<file path="src/core/phb_pkg.sv">
package phb_pkg;
  localparam int ADDR_W = 22;
  localparam int DATA_W = 16;
  localparam int ROW_W = 7;
  localparam int RROW_W = ADDR_W - ROW_W;
  localparam int PIN_W = ADDR_W + DATA_W + 8;
  // Control pins idle: clock low, every active-low strobe high, register select low
  localparam logic [7:0] PIN_CTL_RST = 8'h7B;
  localparam logic [1:0] AV_STATUS = 2'h0;
  localparam logic [1:0] AV_TEMP = 2'h1;
  localparam logic [1:0] AV_BCR = 2'h2;
  localparam logic [1:0] AV_RCR = 2'h3;
  localparam int BCR_LEN = 0;
  localparam int BCR_WRAP = 3;
  localparam int BCR_WPOL = 10;
  localparam int BCR_LAT = 11;
  localparam int BCR_FIXED = 14;
  localparam int BCR_ASYNC = 15;
  localparam logic [15:0] BCR_RST = 16'h9C07;
  localparam int RCR_PAR = 0;
  localparam int RCR_DPD = 4;
  localparam int RCR_TCR = 5;
  localparam logic [15:0] RCR_RST = 16'h0000;
  localparam int SEL_LSB = 18;
  localparam logic [1:0] SEL_RCR = 2'h0;
  localparam logic [1:0] SEL_DID = 2'h1;
  localparam logic [1:0] SEL_BCR = 2'h2;
  localparam logic [2:0] LEN4 = 3'h1;
  localparam logic [2:0] LEN8 = 3'h2;
  localparam logic [2:0] LEN16 = 3'h3;
  localparam logic [2:0] LEN32 = 3'h4;
  localparam logic [3:0] LAT_ONE = 4'h1;
  localparam logic [1:0] TEMP_MAX = 2'h3;
  localparam int CLK_NS = 20;
  localparam int REFRESH_NS = 15600;
  localparam int REFRESH_CYC = REFRESH_NS / CLK_NS;
  localparam int REF_CNT_W = 13;

  typedef enum logic [2:0] {PHB_IDLE, PHB_LAT, PHB_BURST, PHB_ROWEND, PHB_SLEEP} phb_state_t;

  function automatic logic [4:0] burst_mask(input logic [2:0] code);
    case (code)
      LEN4: burst_mask = 5'h03;
      LEN8: burst_mask = 5'h07;
      LEN16: burst_mask = 5'h0F;
      LEN32: burst_mask = 5'h1F;
      default: burst_mask = 5'h00;
    endcase
  endfunction

  function automatic logic [15:0] cfg_mux(input logic [1:0] sel, input logic [15:0] bus_config_reg,
                                          input logic [15:0] refresh_config_reg, input logic [15:0] id);
    case (sel)
      SEL_BCR: cfg_mux = bus_config_reg;
      SEL_DID: cfg_mux = id;
      default: cfg_mux = refresh_config_reg;
    endcase
  endfunction
endpackage

</file>
<file path="src/core/phb_psram_if.sv">
`timescale 1ns/1ps
module phb_psram_if
  import phb_pkg::*;
#(
  parameter int REF_BASE_CYC = REFRESH_CYC,
  parameter logic [15:0] DEVICE_ID = 16'h0A51 // Arbitrary identity value
) (
  input wire logic sys_clk_i,
  input wire logic rst_i,
  input wire logic [ADDR_W-1:0] pin_addr_i,
  input wire logic [DATA_W-1:0] pin_dq_i,
  output logic [DATA_W-1:0] pin_dq_o,
  output logic pin_dq_oe_o,
  input wire logic pin_clk_i,
  input wire logic pin_addr_valid_n_i,
  input wire logic pin_ce_n_i,
  input wire logic pin_oe_n_i,
  input wire logic pin_we_n_i,
  input wire logic pin_cfg_reg_select_i,
  input wire logic pin_low_byte_en_n_i,
  input wire logic pin_high_byte_en_n_i,
  output logic pin_wait_o,
  output logic pin_wait_oe_o,
  output logic arr_req_o,
  output logic arr_we_o,
  output logic [ADDR_W-1:0] arr_addr_o,
  output logic [DATA_W-1:0] arr_wdata_o,
  output logic [1:0] arr_be_o,
  input wire logic [DATA_W-1:0] arr_rdata_i,
  output logic ref_req_o,
  output logic [RROW_W-1:0] ref_row_o,
  input wire logic [1:0] av_address_i,
  input wire logic av_read_i,
  input wire logic av_write_i,
  input wire logic [31:0] av_writedata_i,
  output logic [31:0] av_readdata_o,
  output logic av_waitrequest_o
);
  localparam logic [REF_CNT_W-1:0] REF_BASE = REF_BASE_CYC[REF_CNT_W-1:0];
  localparam logic [RROW_W-1:0] RROW_FULL = '1;

  logic [PIN_W-1:0] sync1_reg, sync2_reg;
  logic [ADDR_W-1:0] s_addr;
  logic [DATA_W-1:0] s_dq;
  logic s_clk, s_adv_n, s_ce_n, s_oe_n, s_we_n, s_cre, s_lb_n, s_ub_n;

  always_ff @(posedge sys_clk_i) begin
    if (rst_i) begin
      sync1_reg <= {{(ADDR_W + DATA_W){1'b0}}, PIN_CTL_RST};
      sync2_reg <= {{(ADDR_W + DATA_W){1'b0}}, PIN_CTL_RST};
    end else begin
      sync1_reg <= {pin_addr_i, pin_dq_i, pin_clk_i, pin_addr_valid_n_i, pin_ce_n_i, pin_oe_n_i,
                    pin_we_n_i, pin_cfg_reg_select_i, pin_low_byte_en_n_i, pin_high_byte_en_n_i};
      sync2_reg <= sync1_reg;
    end
  end
  assign {s_addr, s_dq, s_clk, s_adv_n, s_ce_n, s_oe_n, s_we_n, s_cre, s_lb_n, s_ub_n} = sync2_reg;

  phb_state_t state_reg, state_next;
  logic [ADDR_W-1:0] addr_reg, addr_next, arr_addr_reg, arr_addr_next;
  logic [15:0] bcr_reg, bcr_next, rcr_reg, rcr_next;
  logic [DATA_W-1:0] dq_reg, dq_next, arr_wdata_reg, arr_wdata_next;
  logic [1:0] arr_be_reg, arr_be_next, temp_reg, temp_next;
  logic [3:0] lat_reg, lat_next;
  logic [5:0] cnt_reg, cnt_next;
  logic acc_we_reg, acc_we_next, acc_cfg_reg, acc_cfg_next;
  logic dq_oe_reg, dq_oe_next, wait_reg, wait_next, wait_oe_reg, wait_oe_next;
  logic arr_req_reg, arr_req_next, arr_we_reg, arr_we_next;
  logic clk_d_reg, clk_d_next, we_d_reg, we_d_next;
  logic [REF_CNT_W-1:0] ref_tmr_reg, ref_tmr_next, ref_ivl;
  logic ref_pend_reg, ref_pend_next, ref_req_reg, ref_req_next, ref_tick;
  logic [RROW_W-1:0] ref_row_reg, ref_row_next, row_mask;
  logic av_wr_reg, av_wr_next;
  logic [31:0] av_rd_reg, av_rd_next;
  logic s_ce, async_md, clk_rise, we_rise, capture, wrap_on, wpol, wait_asrt, rd_steal;
  logic [4:0] len_mask;
  logic [ADDR_W-1:0] len_ext;
  logic [2:0] lat_code;
  logic [1:0] temp_sel;

  assign s_ce = !s_ce_n;
  assign async_md = bcr_reg[BCR_ASYNC];
  assign clk_rise = s_clk && !clk_d_reg;
  assign we_rise = s_we_n && !we_d_reg;
  assign capture = s_ce && !async_md && clk_rise && !s_adv_n;
  assign len_mask = burst_mask(bcr_reg[BCR_LEN+:3]);
  assign len_ext = {{(ADDR_W - 5){1'b0}}, len_mask};
  assign wrap_on = bcr_reg[BCR_WRAP] && (len_mask != 5'h00);
  assign wpol = bcr_reg[BCR_WPOL];
  assign lat_code = bcr_reg[BCR_LAT+:3];
  // An explicit setting overrides the software-fed sensor reading
  assign temp_sel = (rcr_reg[RCR_TCR+:2] != 2'h0) ? rcr_reg[RCR_TCR+:2] : temp_reg;
  assign ref_ivl = REF_BASE << (TEMP_MAX - temp_sel);
  assign row_mask = RROW_FULL >> rcr_reg[RCR_PAR+:3];

  always_comb begin
    state_next = state_reg;
    addr_next = addr_reg;
    bcr_next = bcr_reg;
    rcr_next = rcr_reg;
    acc_we_next = acc_we_reg;
    acc_cfg_next = acc_cfg_reg;
    lat_next = lat_reg;
    cnt_next = cnt_reg;
    dq_next = dq_reg;
    arr_req_next = 1'b0;
    arr_we_next = 1'b0;
    arr_addr_next = arr_addr_reg;
    arr_wdata_next = arr_wdata_reg;
    arr_be_next = arr_be_reg;
    wait_asrt = 1'b0;
    rd_steal = 1'b0;
    if (arr_req_reg && !arr_we_reg) begin
      dq_next = arr_rdata_i;
    end
    if (!s_ce) begin
      state_next = rcr_reg[RCR_DPD] ? PHB_SLEEP : PHB_IDLE;
    end else if (async_md) begin
      state_next = PHB_IDLE;
      wait_asrt = 1'b1;
      if (!s_adv_n) begin
        addr_next = s_addr;
      end
      if (we_rise) begin
        if (s_cre) begin
          if (addr_reg[SEL_LSB+:2] == SEL_BCR) bcr_next = addr_reg[15:0];
          else if (addr_reg[SEL_LSB+:2] == SEL_RCR) rcr_next = addr_reg[15:0];
        end else begin
          arr_req_next = 1'b1;
          arr_we_next = 1'b1;
          arr_addr_next = addr_reg;
          arr_wdata_next = s_dq;
          arr_be_next = {!s_ub_n, !s_lb_n};
        end
      end else if (s_we_n && !s_oe_n) begin
        if (s_cre) begin
          dq_next = cfg_mux(addr_next[SEL_LSB+:2], bcr_reg, rcr_reg, DEVICE_ID);
        end else begin
          arr_req_next = 1'b1;
          arr_addr_next = addr_next;
          rd_steal = 1'b1;
        end
      end
    end else if (capture) begin
      addr_next = s_addr;
      acc_we_next = !s_we_n;
      acc_cfg_next = s_cre;
      cnt_next = 6'h00;
      if (s_cre && !s_we_n) begin
        state_next = PHB_IDLE;
        if (s_addr[SEL_LSB+:2] == SEL_BCR) bcr_next = s_addr[15:0];
        else if (s_addr[SEL_LSB+:2] == SEL_RCR) rcr_next = s_addr[15:0];
      end else begin
        state_next = PHB_LAT;
        // A pending refresh costs a second latency period unless latency is fixed
        lat_next = (!bcr_reg[BCR_FIXED] && ref_pend_reg) ? {lat_code, 1'b0} : {1'b0, lat_code};
      end
    end else if (clk_rise) begin
      case (state_reg)
        PHB_LAT: begin
          if (lat_reg <= LAT_ONE) begin
            state_next = PHB_BURST;
            if (acc_cfg_reg) begin
              dq_next = cfg_mux(addr_reg[SEL_LSB+:2], bcr_reg, rcr_reg, DEVICE_ID);
            end else if (!acc_we_reg) begin
              arr_req_next = 1'b1;
              arr_addr_next = addr_reg;
            end
          end else begin
            lat_next = lat_reg - LAT_ONE;
          end
        end
        PHB_BURST: begin
          // Output enable high on a read suspends the burst without advancing
          if (acc_we_reg || !s_oe_n) begin
            if (acc_we_reg && !acc_cfg_reg) begin
              arr_req_next = 1'b1;
              arr_we_next = 1'b1;
              arr_addr_next = addr_reg;
              arr_wdata_next = s_dq;
              arr_be_next = {!s_ub_n, !s_lb_n};
            end
            cnt_next = cnt_reg + 6'h01;
            addr_next = wrap_on ? ((addr_reg & ~len_ext) | ((addr_reg + 1'b1) & len_ext))
                                : addr_reg + 1'b1;
            if (len_mask != 5'h00 && cnt_reg[4:0] == len_mask) begin
              state_next = PHB_IDLE;
            end else if (!wrap_on && (&addr_reg[ROW_W-1:0])) begin
              state_next = PHB_ROWEND;
            end else if (!acc_we_reg && !acc_cfg_reg) begin
              arr_req_next = 1'b1;
              arr_addr_next = addr_next;
            end
          end
        end
        PHB_ROWEND: begin
          state_next = PHB_BURST;
          if (!acc_we_reg && !acc_cfg_reg) begin
            arr_req_next = 1'b1;
            arr_addr_next = addr_reg;
          end
        end
        default: ;
      endcase
    end
    if (state_next == PHB_LAT || state_next == PHB_ROWEND) begin
      wait_asrt = 1'b1;
    end
    // Refresh timer reload and hidden refresh slot
    ref_tick = 1'b0;
    ref_tmr_next = ref_tmr_reg - 1'b1;
    ref_req_next = 1'b0;
    ref_row_next = ref_row_reg;
    if (state_next == PHB_SLEEP) begin
      ref_tmr_next = ref_ivl;
    end else if (ref_tmr_reg == '0) begin
      ref_tmr_next = ref_ivl;
      ref_tick = 1'b1;
    end
    ref_pend_next = (ref_tick || ref_pend_reg) && state_next != PHB_SLEEP;
    // A continuous async read gives up one sample so refresh never starves
    if (ref_pend_reg && state_next != PHB_SLEEP && (!arr_req_next || rd_steal)) begin
      arr_req_next = 1'b0;
      ref_req_next = 1'b1;
      ref_row_next = (ref_row_reg + 1'b1) & row_mask;
      ref_pend_next = ref_tick;
    end
    dq_oe_next = s_ce && !s_oe_n && s_we_n &&
                 (async_md || state_next == PHB_BURST || state_next == PHB_ROWEND);
    wait_next = wait_asrt ? wpol : !wpol;
    wait_oe_next = s_ce;
    clk_d_next = s_clk;
    we_d_next = s_we_n;
  end

  always_ff @(posedge sys_clk_i) begin
    if (rst_i) begin
      state_reg <= PHB_IDLE;
      addr_reg <= '0;
      bcr_reg <= BCR_RST;
      rcr_reg <= RCR_RST;
      acc_we_reg <= 1'b0;
      acc_cfg_reg <= 1'b0;
      lat_reg <= '0;
      cnt_reg <= '0;
      dq_reg <= '0;
      dq_oe_reg <= 1'b0;
      wait_reg <= 1'b0;
      wait_oe_reg <= 1'b0;
      arr_req_reg <= 1'b0;
      arr_we_reg <= 1'b0;
      arr_addr_reg <= '0;
      arr_wdata_reg <= '0;
      arr_be_reg <= '0;
      clk_d_reg <= 1'b0;
      we_d_reg <= 1'b1;
      ref_tmr_reg <= '0;
      ref_pend_reg <= 1'b0;
      ref_req_reg <= 1'b0;
      ref_row_reg <= '0;
    end else begin
      state_reg <= state_next;
      addr_reg <= addr_next;
      bcr_reg <= bcr_next;
      rcr_reg <= rcr_next;
      acc_we_reg <= acc_we_next;
      acc_cfg_reg <= acc_cfg_next;
      lat_reg <= lat_next;
      cnt_reg <= cnt_next;
      dq_reg <= dq_next;
      dq_oe_reg <= dq_oe_next;
      wait_reg <= wait_next;
      wait_oe_reg <= wait_oe_next;
      arr_req_reg <= arr_req_next;
      arr_we_reg <= arr_we_next;
      arr_addr_reg <= arr_addr_next;
      arr_wdata_reg <= arr_wdata_next;
      arr_be_reg <= arr_be_next;
      clk_d_reg <= clk_d_next;
      we_d_reg <= we_d_next;
      ref_tmr_reg <= ref_tmr_next;
      ref_pend_reg <= ref_pend_next;
      ref_req_reg <= ref_req_next;
      ref_row_reg <= ref_row_next;
    end
  end

  always_comb begin
    av_wr_next = !((av_read_i || av_write_i) && av_wr_reg);
    av_rd_next = av_rd_reg;
    temp_next = temp_reg;
    if (av_read_i && av_wr_reg) begin
      case (av_address_i)
        AV_STATUS: av_rd_next = {{29{1'b0}}, state_reg == PHB_SLEEP, !s_ce, ref_pend_reg};
        AV_TEMP: av_rd_next = {{30{1'b0}}, temp_reg};
        AV_BCR: av_rd_next = {{16{1'b0}}, bcr_reg};
        AV_RCR: av_rd_next = {{16{1'b0}}, rcr_reg};
        default: av_rd_next = '0;
      endcase
    end
    if (av_write_i && !av_wr_reg && av_address_i == AV_TEMP) begin
      temp_next = av_writedata_i[1:0];
    end
  end

  always_ff @(posedge sys_clk_i) begin
    if (rst_i) begin
      av_wr_reg <= 1'b1;
      av_rd_reg <= '0;
      temp_reg <= TEMP_MAX;
    end else begin
      av_wr_reg <= av_wr_next;
      av_rd_reg <= av_rd_next;
      temp_reg <= temp_next;
    end
  end

  assign pin_dq_o = dq_reg;
  assign pin_dq_oe_o = dq_oe_reg;
  assign pin_wait_o = wait_reg;
  assign pin_wait_oe_o = wait_oe_reg;
  assign arr_req_o = arr_req_reg;
  assign arr_we_o = arr_we_reg;
  assign arr_addr_o = arr_addr_reg;
  assign arr_wdata_o = arr_wdata_reg;
  assign arr_be_o = arr_be_reg;
  assign ref_req_o = ref_req_reg;
  assign ref_row_o = ref_row_reg;
  assign av_readdata_o = av_rd_reg;
  assign av_waitrequest_o = av_wr_reg;
endmodule

</file>
<file path="config.mk">
export PLATFORM = sky130hd
export DESIGN_NAME = phb_psram_if
export DESIGN_NICKNAME = d
export VERILOG_FILES = /design/src/core/phb_pkg.sv /design/src/core/phb_psram_if.sv
export SDC_FILE = /design/constraint.sdc
export NUM_CORES = 1
export LEC_CHECK = 0
export BUFFER_PORTS_ARGS = -buffer_cell sky130_fd_sc_hd__buf_2
export CAP_MARGIN = 20
export CORE_MARGIN = 2
export CORE_UTILIZATION = 30
export DETAILED_ROUTE_END_ITERATION = 16
export GPL_TIMING_DRIVEN = 0
export SYNTH_ARGS = -nofsm -noshare
export SYNTH_HDL_FRONTEND = slang
export SYNTH_SLANG_ARGS = --single-unit
</file>
<file path="constraint.sdc">
create_clock -name sys_clk_i -period 6.49 [get_ports sys_clk_i]
set_input_delay 0.649 -clock sys_clk_i [delete_from_list [all_inputs] [get_ports sys_clk_i]]
set_output_delay 0.649 -clock sys_clk_i [all_outputs]
set_load 0.005 [all_outputs]
</file>
# Word level (Yosys, flattened, before mapping)

Cells that the tools add are included.

$add $sub $neg: 6
Magnitude comparators: 1
Eq/ne operators: 40
Shift-type cells: 2
Multiplexer cells: 131
Bitwise logic cells: 7
Reductions and logical operators: 82

Operators by type and width:

| kind                                                                  | number |
|---|---|
| 16-bit two-way mux                                                    | 35 |
| 22-bit two-way mux                                                    | 25 |
| 32-bit one-hot mux with 4 select lines                                | 1 |
| 22-bit one-hot mux with 3 select lines                                | 1 |
| 16-bit one-hot mux with 2 select lines                                | 2 |
| 1-bit two-way mux                                                     | 34 |
| 3-bit two-way mux                                                     | 9 |
| 13-bit two-way mux                                                    | 2 |
| 2-bit nonzero test                                                    | 13 |
| 1-bit logical AND                                                     | 24 |
| 4-bit two-way mux                                                     | 6 |
| 6-bit two-way mux                                                     | 4 |
| 3-bit inequality test, second input constant                          | 8 |
| 22-bit by 1-bit adder with 22-bit output, second input constant       | 1 |
| 22-bit AND                                                            | 1 |
| 22-bit by 5-bit AND with 22-bit output                                | 1 |
| 5-bit NOT with 22-bit output                                          | 1 |
| 22-bit bitwise OR                                                     | 1 |
| 5-bit one-hot mux with 4 select lines                                 | 1 |
| 3-bit by 2-bit equality test with 1-bit output, second input constant | 6 |
| 1-bit logical NOT                                                     | 18 |
| 2-bit two-way mux                                                     | 9 |
| 15-bit by 1-bit adder with 15-bit output, second input constant       | 1 |
| 15-bit AND                                                            | 1 |
| 33 further kinds                                                      | 64 |

Register bits after elaboration: 289
Bits of input ports: 100

# Longest topological paths before layout

Gate-level depths: netlist (run 1).

Depth after elaboration: 19
Depth in mapped cells: 13

# Worst setup path after synthesis (run 1)

OpenSTA, ideal clock, no wires.

Path type: register -> register
From: register bcr_reg[2]
To: register arr_addr_reg[2], in the netlist arr_addr_o[2]
Arrival: 2.644 ns
Required time: 6.432 ns
Slack: 3.787 ns
Stages on the path, launching flop included: 10
Path buffers: 2
Cell sequence: dfxtp_1 buf_6 nor3b_1 or4_4 a311oi_4 or2_2 clkbuf_1 mux2_2 a2111oi_0 a31o_2

Longest elaborated chain between the ends: 14
Elaborated cells on any way between the ends: 24
Classes of those cells: eq/ne (5); mux (10); bitwise (4); reduce/logical (5)

RTL lines:

| item                                        | RTL line            | source |
|---|---|---|
| start, declared                             | phb_psram_if.sv:61  | `logic [15:0] bcr_reg, bcr_next, rcr_reg, rcr_next;` |
| start signal, assigned                      | phb_psram_if.sv:264 | `bcr_reg <= bcr_next;` |
| 3-bit equality test (tied with other cells) | phb_pkg.sv:42       | `case (code)` |
| 5-bit one-hot mux with 4 select lines (*)   | phb_pkg.sv:42       |  |
| 5-bit NOT with 22-bit output                | phb_psram_if.sv:184 | `addr_next = wrap_on ? ((addr_reg & ~len_ext) \| ((addr_reg + 1'b1) & len_ext))` |
| 22-bit AND                                  | phb_psram_if.sv:184 |  |
| 22-bit bitwise OR                           | phb_psram_if.sv:184 |  |
| 22-bit two-way mux                          | phb_psram_if.sv:184 |  |
| 22-bit two-way mux                          | phb_psram_if.sv:190 | `end else if (!acc_we_reg && !acc_cfg_reg) begin` |
| 22-bit two-way mux                          | phb_psram_if.sv:188 | `end else if (!wrap_on && (&addr_reg[ROW_W-1:0])) begin` |
| 22-bit two-way mux (*)                      | phb_psram_if.sv:186 | `if (len_mask != 5'h00 && cnt_reg[4:0] == len_mask) begin` |
| 22-bit two-way mux (*)                      | phb_psram_if.sv:175 | `if (acc_we_reg \|\| !s_oe_n) begin` |
| 22-bit one-hot mux with 3 select lines (*)  | phb_psram_if.sv:159 | `case (state_reg)` |
| 22-bit two-way mux (*)                      | phb_psram_if.sv:158 | `end else if (clk_rise) begin` |
| 22-bit two-way mux (*)                      | phb_psram_if.sv:144 | `end else if (capture) begin` |
| 22-bit two-way mux (*)                      | phb_psram_if.sv:118 | `end else if (async_md) begin` |
| end signal, assigned                        | phb_psram_if.sv:276 | `arr_addr_reg <= arr_addr_next;` |
| end, declared                               | phb_psram_if.sv:60  | `logic [ADDR_W-1:0] addr_reg, addr_next, arr_addr_reg, arr_addr_next;` |

Every way passes the cells marked *; elsewhere a longest branch is shown, timed or not. The select of a mux whose other input is x is not followed.
A chain may end at the register's enable or synchronous reset.

# Worst setup path after layout (run 1)

From: register state_reg[1]
To: register arr_wdata_reg[10], in the netlist arr_wdata_o[10]

Longest elaborated chain between the ends: 3

RTL lines:

| item                                           | RTL line            | source |
|---|---|---|
| start, declared                                | phb_psram_if.sv:59  | `phb_state_t state_reg, state_next;` |
| start signal, assigned                         | phb_psram_if.sv:262 | `state_reg <= state_next;` |
| 3-bit by 2-bit equality test with 1-bit output | phb_psram_if.sv:159 |  |
| 2-bit nonzero test (no source line)            | -                   |  |
| 8-bit AND reduction (no source line)           | -                   |  |
| end signal, assigned                           | phb_psram_if.sv:277 | `arr_wdata_reg <= arr_wdata_next;` |
| end, declared                                  | phb_psram_if.sv:62  | `logic [DATA_W-1:0] dq_reg, dq_next, arr_wdata_reg, arr_wdata_next;` |

No other way between the ends.

==> run_results.csv, run 1 <==
group,metric,value,unit
cells_and_area,syn_to_final_growth,19.84,%
cells_and_area,drive_gt1_share,16.02,%
cells_and_area,num-nets-final,1937,
detailed_routing,antenna_left,0,
timing,setup_tns,0,ps
setup_path,worstPathRequired,6930,ps
timing,period_share,55.18,%
power,ir_drop,189.1,uV
die,die_w,214.8,um
detailed_routing,drt_iter0_markers,1229,
grt,grt_overflow,0,
cts,cts_sinks,272,
logic_synthesis,yosysMostFrequentCell,"dfxtp_1",
timing,worst_slack,2909,ps
timing,finalHoldViolations,0,
timing,finalSetupViolCount,0,
logic_synthesis,synth_top_area_cell,"dfxtp_1",
timing,slew-limit-headroom,29.38,%
cts,cts_setup_buffers,0,
flow_run,drv_cap,0,
grt,grt_use_total,21.71,%
logic_synthesis,ys_async_sr_fraction,0,%
worst_hold_path,hold_path.startpoint,"pin_low_byte_en_n_i",
setup_path,cp-start-kind,"flip-flop",
place,gp_congestion,0.9698,
cells_and_area,final_area,0.01597,sq mm
detailed_routing,post_drt_wl_per_cell,21.26,um
logic_synthesis,synth_cell_types,80,
detailed_routing,drc,0,
grt,grt_pass1_wl,77330,um
setup_path,r2r_cells,9,
die,num_rows,77,
logic_synthesis,yosysSeqAreaShare,40.86,%
power,leakagePower,0.006225,uW
cts,worst_skew_pair.late_latency,590,ps
timing,slew_viol_final,0,
logic_synthesis,yosysWarnings,0,
logic_synthesis,netlist_area,0.01333,sq mm
logic_synthesis,synthCells,1611,
cts,clock_path_buffers,3,
die,die_area,0.04613,sq mm
detailed_routing,vias_per_cell,5.324,
cells_and_area,stdcell_count,2434,
cts,cts-root-buf,"clkbuf_16",
die,die_y,214.8,um
cts,numCtsBuffers,30,
logic_synthesis,avgSynthCellArea,8.273,sq um
detailed_routing,dr.pass1.iters,5,
setup_path,critPathArrivalTime,4020,ps
setup_path,crit_type,"reg2reg",
setup_path,r2r_slack,2910,ps
logic_synthesis,synth_ff_type,"dfxtp_1",
timing,rsz0062_at_grt,"false",
cells_and_area,register_area,0.005445,sq mm
worst_hold_path,hold_end,"sync1_reg[1]",
grt,grt_pass1_vias,12470,
setup_path,critPathCaptureType,"flip-flop",
grt,grt_antenna_before_repair,2,
die,coreArea,0.04403,sq mm
logic_synthesis,synth_edf_count,0,
worst_hold_path,hold-path-cell-count,2,
timing,clock_skew,12.25,ps
cts,cts_tree,"built",
place,portBuffers,162,
logic_synthesis,synth_top_area_share,40.86,%
place,dp_hpwl,39660,um
power,p_per_area,247.1,mW/mm^2
timing,tightestPinTransition,1059,ps
cts,hold_buffers,0,
cells_and_area,fillerInstances,4603,
logic_synthesis,synthTopCellsByArea,"dfxtp_1 (41%), nor2_1 (6.1%), a21oi_1 (5.7%)",
timing,fmax,279.2,MHz
timing,finalCriticalPeriod,3581,ps
cts,h-tree-depth,1,
cts,clk_pin_slew,60,ps
die,start_util,30.27,%
detailed_routing,num_vias,12960,
cells_and_area,multi_input_area,0.007178,sq mm
die,ios,210,
place,dp_slack,2514,ps
grt,grt_start_max_net_pins,16,
worst_hold_path,hp-class,"in2reg",
cts,cts_resized,0,
outcome,outcome,"finished clean",
place,post_dp_cell_area,0.01494,sq mm
setup_path,r2r_start,"state_reg[1]",
detailed_routing,wl,51750,um
cells_and_area,antenna_cells,0,
cells_and_area,final_util,36.28,%
setup_path,r2r_end,"arr_wdata_o[10]",
logic_synthesis,ys_ff_latch,272,
place,numPlacedInstances,2380,
setup_path,cp_max_fo,10,
logic_synthesis,synthTopCellsByCount,"dfxtp_1 (272), nor2_1 (216), a21oi_1 (153)",
==> how the worst max path moves through the flow <==
| stage | from | to | slack (ps) | depth (start not counted) |
|---|---|---|---|---|
| after global routing | state_reg[1] | arr_wdata_o[13] | 2600 | 9 |
| after CTS | state_reg[1] | arr_wdata_o[10] | 2890 | 9 |
| final | state_reg[1] | arr_wdata_o[10] | 2910 | 9 |
| after floorplan | bcr_reg[2] | arr_addr_o[2] | 3790 | 9 |
| after detailed placement | rst_i | addr_reg[7] | 2510 | 6 |
| after global placement | rst_i | addr_reg[13] | 2500 | 6 |
==> where the power goes <==
group / total (uW) / leakage, uW / internal, uW / switching [uW]
logic: 386 / 0.00351 / 150 / 236
registers: 1790 / 0.00222 / 1740 / 53.1
clock network: 1770 / 0.000497 / 1050 / 724
total: 3950 / 0.00622 / 2930 / 1010
==> placed cells by master, fill, tap and decap left out, types with 16 or more instances in the layout <==
| cell type | instances |
|---|---|
| nand3_1 | 25 |
| a211oi_1 | 37 |
| a311oi_1 | 20 |
| xnor2_1 | 16 |
| a221oi_1 | 16 |
| a22oi_1 | 17 |
| conb_1 | 16 |
| nor3_1 | 46 |
| inv_1 | 27 |
| dfxtp_1 | 272 |
| mux2i_1 | 73 |
| clkbuf_16 | 30 |
| nor2_1 | 216 |
| or2_2 | 21 |
| o22ai_1 | 23 |
| buf_4 | 17 |
| clkbuf_1 | 114 |
| o31ai_1 | 19 |
| nor2b_1 | 100 |
| mux2_2 | 19 |
| buf_2 | 171 |
| nand2_1 | 103 |
| o21ai_0 | 53 |
| a21oi_1 | 153 |
==> logic make-up after synthesis <==
family / count (synthesis) / share of synthesized area [%]
mux: 94 / 7.426
fa+ha+maj: 14 / 1.314
compound gates: 420 / 20.59
xor+xnor: 26 / 1.709
buf+inv: 179 / 5.708
flops: 272 / 40.86
other cells: 1 / 0.02814
simple gates: 605 / 22.37
==> per-layer routing <==
| metal | vias to the layer above | wire length [um] | track usage (%) |
|---|---|---|---|
| met5 | - | 13 | 0 |
| met4 | 2 | 1902 | 8.194 |
| met3 | 112 | 3497 | 3.411 |
| met2 | 488 | 24210 | 36.32 |
| met1 | 6211 | 22120 | 28.13 |
| li1 | 6146 | - | - |
==> through the flow <==
| stage | power [uW] | hold slack, ps |
|---|---|---|
| after global routing | 4096 | 232.7 |
| after global placement | 2201 | 393.2 |
| final | 3946 | 244.4 |
| after floorplan | 2068 | 389.5 |
| after detailed placement | 2208 | 397.2 |
| after CTS | 3980 | 215.1 |
==> critical path: stages, from the launching register on <==
cell and delay, ps:
dfxtp_1 470, inv_1 140, or3_1 360, clkbuf_1 230, nor4_1 510, nor2_1 80, nor3_1 760, buf_1 570
mux2i_1 250, nor2_1 60
==> final cells by class <==
type / instances / area share [%]
inverters: 28 / 0.6580
flip-flops and latches: 272 / 34.09
well taps: 592 / 4.638
plain buffers: 151 / 4.105
multi-input cells: 1175 / 44.94
clock inverters: 15 / 1.269
repair buffers: 165 / 5.202
clock buffers: 36 / 5.092
(Power assumes the default switching activity.)
==> inputs of run 2 (changes only) <==
--- a/config.mk
+++ b/config.mk
@@ -5,6 +5,7 @@
 export SDC_FILE = /design/constraint.sdc
 export NUM_CORES = 1
 export LEC_CHECK = 0
+export ABC_AREA = 1
 export BUFFER_PORTS_ARGS = -buffer_cell sky130_fd_sc_hd__buf_2
 export CAP_MARGIN = 20
 export CORE_MARGIN = 2
==> constraint.sdc (replaced) <==
create_clock -name sys_clk_i -period 3.6 [get_ports sys_clk_i]
set_input_delay 0.36 -clock sys_clk_i [delete_from_list [all_inputs] [get_ports sys_clk_i]]
set_output_delay 0.36 -clock sys_clk_i [all_outputs]
set_load 0.005 [all_outputs]
==> run 2 against run 1 <==
Effect of this change: hold slack worse by 230 ps; synthesized area is 4.1% higher; cell count rose by 16%; critical path depth is the same; wire length increased by 4.7%; combinational power is 130% higher; largest cell class unchanged.
==> run_results.csv, run 2 <==
group,metric,value,unit
place,gp_congestion,0.9793,
worst_hold_path,hold-path-cell-count,3,
logic_synthesis,ys_async_sr_fraction,0,%
detailed_routing,met3_length,4019,um
place,portBuffers,162,
logic_synthesis,avgSynthCellArea,7.034,sq um
power,leakagePower,0.007232,uW
timing,clock_skew,38.84,ps
grt,grt_start_max_net_pins,15,
grt,grt_antenna_before_repair,0,
grt,grt_use_total,22.25,%
cells_and_area,antenna_cells,0,
grt,grt_pass1_wl,81280,um
cts,numCtsBuffers,34,
timing,fin_worst_hold_slack,14.47,ps
outcome,outcome,"finished clean",
logic_synthesis,yosysMostFrequentCell,"nand2_1",
detailed_routing,drt-met1-wl,23630,um
die,die_y,219.0,um
logic_synthesis,yosysSeqAreaShare,39.26,%
logic_synthesis,synth_cell_types,54,
worst_hold_path,hp-class,"in2reg",
setup_path,critPathArrivalTime,3510,ps
timing,worst_slack,559.0,ps
logic_synthesis,synth_edf_count,0,
logic_synthesis,synthTopCellsByArea,"dfxtp_1 (39%), nand2_1 (7.9%), o21ai_0 (7.2%)",
setup_path,r2r_cells,9,
detailed_routing,antenna_left,0,
timing,finalCriticalPeriod,3041,ps
cells_and_area,syn_to_final_growth,20.81,%
logic_synthesis,yosysWarnings,0,
timing,slew_viol_final,0,
detailed_routing,dr.pass1.iters,6,
die,die_w,219.0,um
timing,slew-limit-headroom,35.57,%
place,dp_hpwl,42030,um
setup_path,cp_max_fo,10,
detailed_routing,num_vias,14530,
die,coreArea,0.04548,sq mm
cts,cts_sinks,272,
cts,cts_resized,0,
setup_path,cp-start-kind,"flip-flop",
cts,worst_skew_pair.late_latency,570,ps
cts,clock_path_buffers,3,
detailed_routing,drc,0,
logic_synthesis,synth_top_area_share,39.26,%
detailed_routing,drt_iter0_markers,1284,
cts,clk_pin_slew,60,ps
place,dp_slack,663.3,ps
die,ios,210,
timing,tightestPinTransition,966.4,ps
cells_and_area,num-nets-final,2315,
detailed_routing,dr.max_layer_used,"met4",
die,die_area,0.04797,sq mm
logic_synthesis,synthCells,1972,
timing,finalSetupViolCount,0,
cells_and_area,drive_gt1_share,14.16,%
detailed_routing,post_drt_wl_per_cell,19.18,um
timing,period_share,84.47,%
cts,cts-root-buf,"clkbuf_16",
setup_path,critPathCaptureType,"flip-flop",
detailed_routing,wl,54190,um
setup_path,r2r_slack,560,ps
cts,cts_tree,"built",
timing,rsz0062_at_grt,"false",
setup_path,crit_type,"reg2reg",
flow_run,drv_cap,0,
power,ir_drop,352.8,uV
timing,finalHoldViolations,0,
power,p_per_area,451.3,mW/mm^2
timing,setup_tns,0,ps
detailed_routing,met2_length,24580,um
cts,hold_buffers,16,
cts,h-tree-depth,2,
logic_synthesis,ys_ff_latch,272,
cells_and_area,final_common_cell,"nand2_1",
grt,grt_pass1_vias,13910,
setup_path,worstPathRequired,4070,ps
detailed_routing,vias_per_cell,5.144,
logic_synthesis,synth_top_area_cell,"dfxtp_1",
logic_synthesis,synthTopCellsByCount,"nand2_1 (292), dfxtp_1 (272), inv_1 (249)",
die,num_rows,78,
cts,cts_setup_buffers,0,
cells_and_area,layout_common_cells,"nand2_1 (292), dfxtp_1 (272), inv_1 (249), nor2_1 (230), o21ai_0 (199)",
logic_synthesis,netlist_area,0.01387,sq mm
timing,fmax,328.8,MHz
logic_synthesis,synth_ff_type,"dfxtp_1",
die,start_util,30.50,%
grt,grt_overflow,0,
run 2: cell types whose count changed after synthesis, sizes merged, moves of 54 or more:
cell	delta
inv	+228
nand2	+204
o21ai	+153
nor2b	-100
mux2i	-58
nand3	+54
run 2: metal layers:
layer / vias up / track usage (%)
met1: 6817 / 29.47
met2: 611 / 36.29
met3: 118 / 3.216
met5: - / 0
li1: 6987 / -
met4: 0 / 8.986
run 2: logic make-up (layout without fill, tap and decap cells):
family | count (synthesis) | in the layout | synth area share [%]
xor gates and xnor gates | 39 | 39 | 2.463
adders and majority gates | 14 | 14 | 1.263
DFF | 272 | 272 | 39.26
AOI/OAI and AO/OA | 537 | 537 | 22.41
buffers and inverters | 389 | 627 | 11.34
muxes | 16 | 16 | 1.164
other | 1 | 16 | 0.02704
and+or+nand+nor | 704 | 704 | 22.08
run 2: area by class of cell:
cell class / count / area [sq um]
Buffer: 134 / 615.6
Clock buffer: 44 / 959.7
Clock inverter: 16 / 148.9
Fill cell: 4999 / 28720
Inverter: 255 / 957.2
Multi-Input combinational cell: 1326 / 6909
Sequential cell: 272 / 5445
Tap cell: 600 / 750.7
Timing Repair Buffer: 178 / 970.9
run 2: power by group:
| group | switching [uW] | internal (uW) | total [uW] | leakage (uW) |
|---|---|---|---|---|
| registers | 114 | 3160 | 3270 | 0.00222 |
| clock network | 1440 | 1980 | 3420 | 0.000540 |
| logic | 546 | 332 | 878 | 0.00447 |
| total | 2100 | 5470 | 7560 | 0.00723 |
run 2: worst max-delay path, stage by stage (launching register included):
cell and delay (ps):
dfxtp_1 380, clkbuf_1 370, inv_1 220, ha_1 370, clkbuf_1 450, nand2_1 350
clkbuf_1 340, o22ai_1 190, o21ai_0 100, a21oi_1 200
run 2: worst paths after layout:
check | startpoint | endpoint
setup / recovery | addr_reg[18] | pin_dq_o[1]
hold / removal | av_writedata_i[0] | temp_reg[0]
setup reg to reg | addr_reg[18] | pin_dq_o[1]
hold reg to reg | sync1_reg[0] | sync2_reg[0]
run 2: through the flow:
| stage | std cells | utilization [%] | area (sq um) | power (uW) |
|---|---|---|---|---|
| floorplan | 1987 | - | 13930 | 3886 |
| global placement | 2749 | 34.06 | 15490 | 4172 |
| detailed placement | 2749 | 34.06 | 15490 | 4185 |
| CTS | 2825 | 36.85 | 16760 | 7626 |
| global route | 2825 | 36.85 | 16760 | 7884 |
| finish | 2825 | 36.85 | 16760 | 7562 |
==> inputs of run 3 (changes only) <==
==> constraint.sdc (replaced) <==
create_clock -name sys_clk_i -period 3 [get_ports sys_clk_i]
set_input_delay 0.3 -clock sys_clk_i [delete_from_list [all_inputs] [get_ports sys_clk_i]]
set_output_delay 0.3 -clock sys_clk_i [all_outputs]
set_load 0.005 [all_outputs]
==> run 3 against run 2 <==
Effect of this change: flip-flop and latch count did not move; cell count rose by 1.2%; setup slack got worse by 450 ps; sequential share of layout area fell by 0.64 points.
==> run_results.csv, run 3 (synthesized netlist as in run 2, its figures left out) <==
group,metric,value,unit
outcome,outcome,"finished clean",
detailed_routing,drt_iter0_markers,1263,
detailed_routing,dr.pass1.iters,6,
cells_and_area,layout_common_cells,"nand2_1 (292), dfxtp_1 (272), inv_1 (249), nor2_1 (230), o21ai_0 (197)",
timing,fin_worst_hold_slack,116.6,ps
setup_path,endpoint,"pin_dq_o[4]",
timing,slew-limit-headroom,34.13,%
cts,clk_pin_slew,60,ps
timing,slew_viol_final,0,
die,die_area,0.04797,sq mm
flow_run,drv_cap,0,
setup_path,r2r_cells,11,
timing,period_share,96.36,%
cts,cts_sinks,272,
detailed_routing,antenna_left,0,
setup_path,worstPathRequired,3420,ps
timing,finalHoldViolations,0,
worst_hold_path,hp-class,"in2reg",
setup_path,critPathArrivalTime,3310,ps
detailed_routing,vias_per_cell,5.155,
cts,h-tree-depth,2,
worst_hold_path,hold-path-cell-count,3,
cts,numCtsBuffers,34,
power,ir_drop,422.7,uV
setup_path,critPathCaptureType,"flip-flop",
timing,setup_tns,0,ps
setup_path,r2r_start,"sync2_reg[6]",
detailed_routing,wl,54570,um
detailed_routing,num_vias,14730,
timing,tightestPinTransition,988.1,ps
setup_path,r2r_end,"pin_dq_o[4]",
setup_path,cp_max_fo,10,
die,coreArea,0.04548,sq mm
timing,finalCriticalPeriod,2891,ps
place,portBuffers,162,
grt,grt_antenna_before_repair,0,
grt,grt_use_total,22.37,%
cells_and_area,antenna_cells,0,
setup_path,cp-start-kind,"flip-flop",
grt,grt_pass1_wl,81840,um
cells_and_area,drive_gt1_share,13.99,%
power,leakagePower,0.007374,uW
die,die_y,219.0,um
cts,worst_skew_pair.late_latency,560,ps
timing,rsz0062_at_grt,"false",
place,gp_congestion,0.9793,
power,p_per_area,532.9,mW/mm^2
detailed_routing,drc,0,
cts,cts_setup_buffers,0,
cells_and_area,final_common_cell,"nand2_1",
detailed_routing,post_drt_wl_per_cell,19.09,um
cells_and_area,num-nets-final,2348,
cells_and_area,syn_to_final_growth,23.25,%
die,die_w,219.0,um
timing,clock_skew,35.31,ps
timing,finalSetupViolCount,0,
cts,clock_path_buffers,3,
grt,grt_pass1_vias,14100,
setup_path,crit_type,"reg2reg",
grt,grt_overflow,0,
place,dp_hpwl,42030,um
cells_and_area,fillerInstances,4945,
cts,cts_tree,"built",
grt,grt_start_max_net_pins,15,
die,ios,210,
setup_path,r2r_slack,110,ps
timing,fmax,345.9,MHz
setup_path,startpoint,"sync2_reg[6]",
die,num_rows,78,
die,start_util,30.50,%
cts,cts-root-buf,"clkbuf_16",
run 3: cell types whose count changed in the layout (fill, tap and decap cells not counted), sizes merged:
cell and change:
clkbuf -1, dlygate4sd3 +34
run 3: per-layer routing:
layer  wire [um]  global-route usage (%)
met5           0                       0
met4        2111                   9.099
met3        4225                   3.216
met2       24640                   36.65
met1       23590                   29.48
run 3: area by class of cell:
type | count | area [sq um] | area share [%]
Sequential cell | 272 | 5445 | 31.85
Buffer | 133 | 613.1 | 3.586
Inverter | 255 | 957.2 | 5.599
Clock inverter | 16 | 148.9 | 0.8710
Clock buffer | 44 | 959.7 | 5.614
Timing Repair Buffer | 212 | 1311 | 7.670
Tap cell | 600 | 750.7 | 4.391
Multi-Input combinational cell | 1326 | 6909 | 40.42
run 3: through the flow:
step | power, uW | cells | worst slack [ps] | cell area, sq um | utilization (%)
2_1_floorplan | 4663 | 1987 | 975.0 | 13930 | -
3_3_place_gp | 5006 | 2749 | 110.4 | 15490 | 34.06
3_5_place_dp | 5021 | 2749 | 63.32 | 15490 | 34.06
4_1_cts | 9184 | 2859 | 54.04 | 17100 | 37.59
5_1_grt | 9496 | 2858 | 0.2134 | 17100 | 37.59
6_report | 9110 | 2858 | 109.2 | 17100 | 37.59
run 3: timing repair:
action                     in CTS  in global routing
hold buffers                   50                  0
hold endpoints to repair       49                  0
gates resized for setup         0                  4
setup endpoints to repair       0                 17
run 3: critical path, stage by stage, from the launching register on:
cell	delay [ps]
dfxtp_1	420
clkbuf_1	440
a21oi_1	230
inv_1	230
ha_1	290
inv_1	110
clkbuf_1	350
o21ai_0	160
a31oi_1	260
o22ai_1	130
inv_1	70
a21oi_1	60
run 3: power by group:
| part | switching [uW] | internal [uW] |
|---|---|---|
| clock | 1720 | 2370 |
| sequential | 136 | 3790 |
| combinational | 663 | 427 |
| total | 2520 | 6590 |
run 3: worst min-delay path by stage:
stage / from / to / slack [ps]
after detailed placement: sync1_reg[23] / sync2_reg[23] / 390
after CTS: av_address_i[0] / av_readdata_o[2] / 100
final: av_address_i[0] / av_readdata_o[2] / 120
after global placement: sync1_reg[18] / sync2_reg[18] / 390
after floorplan: sync2_reg[1] / arr_be_o[0] / 380
after global routing: av_write_i / temp_reg[0] / 150
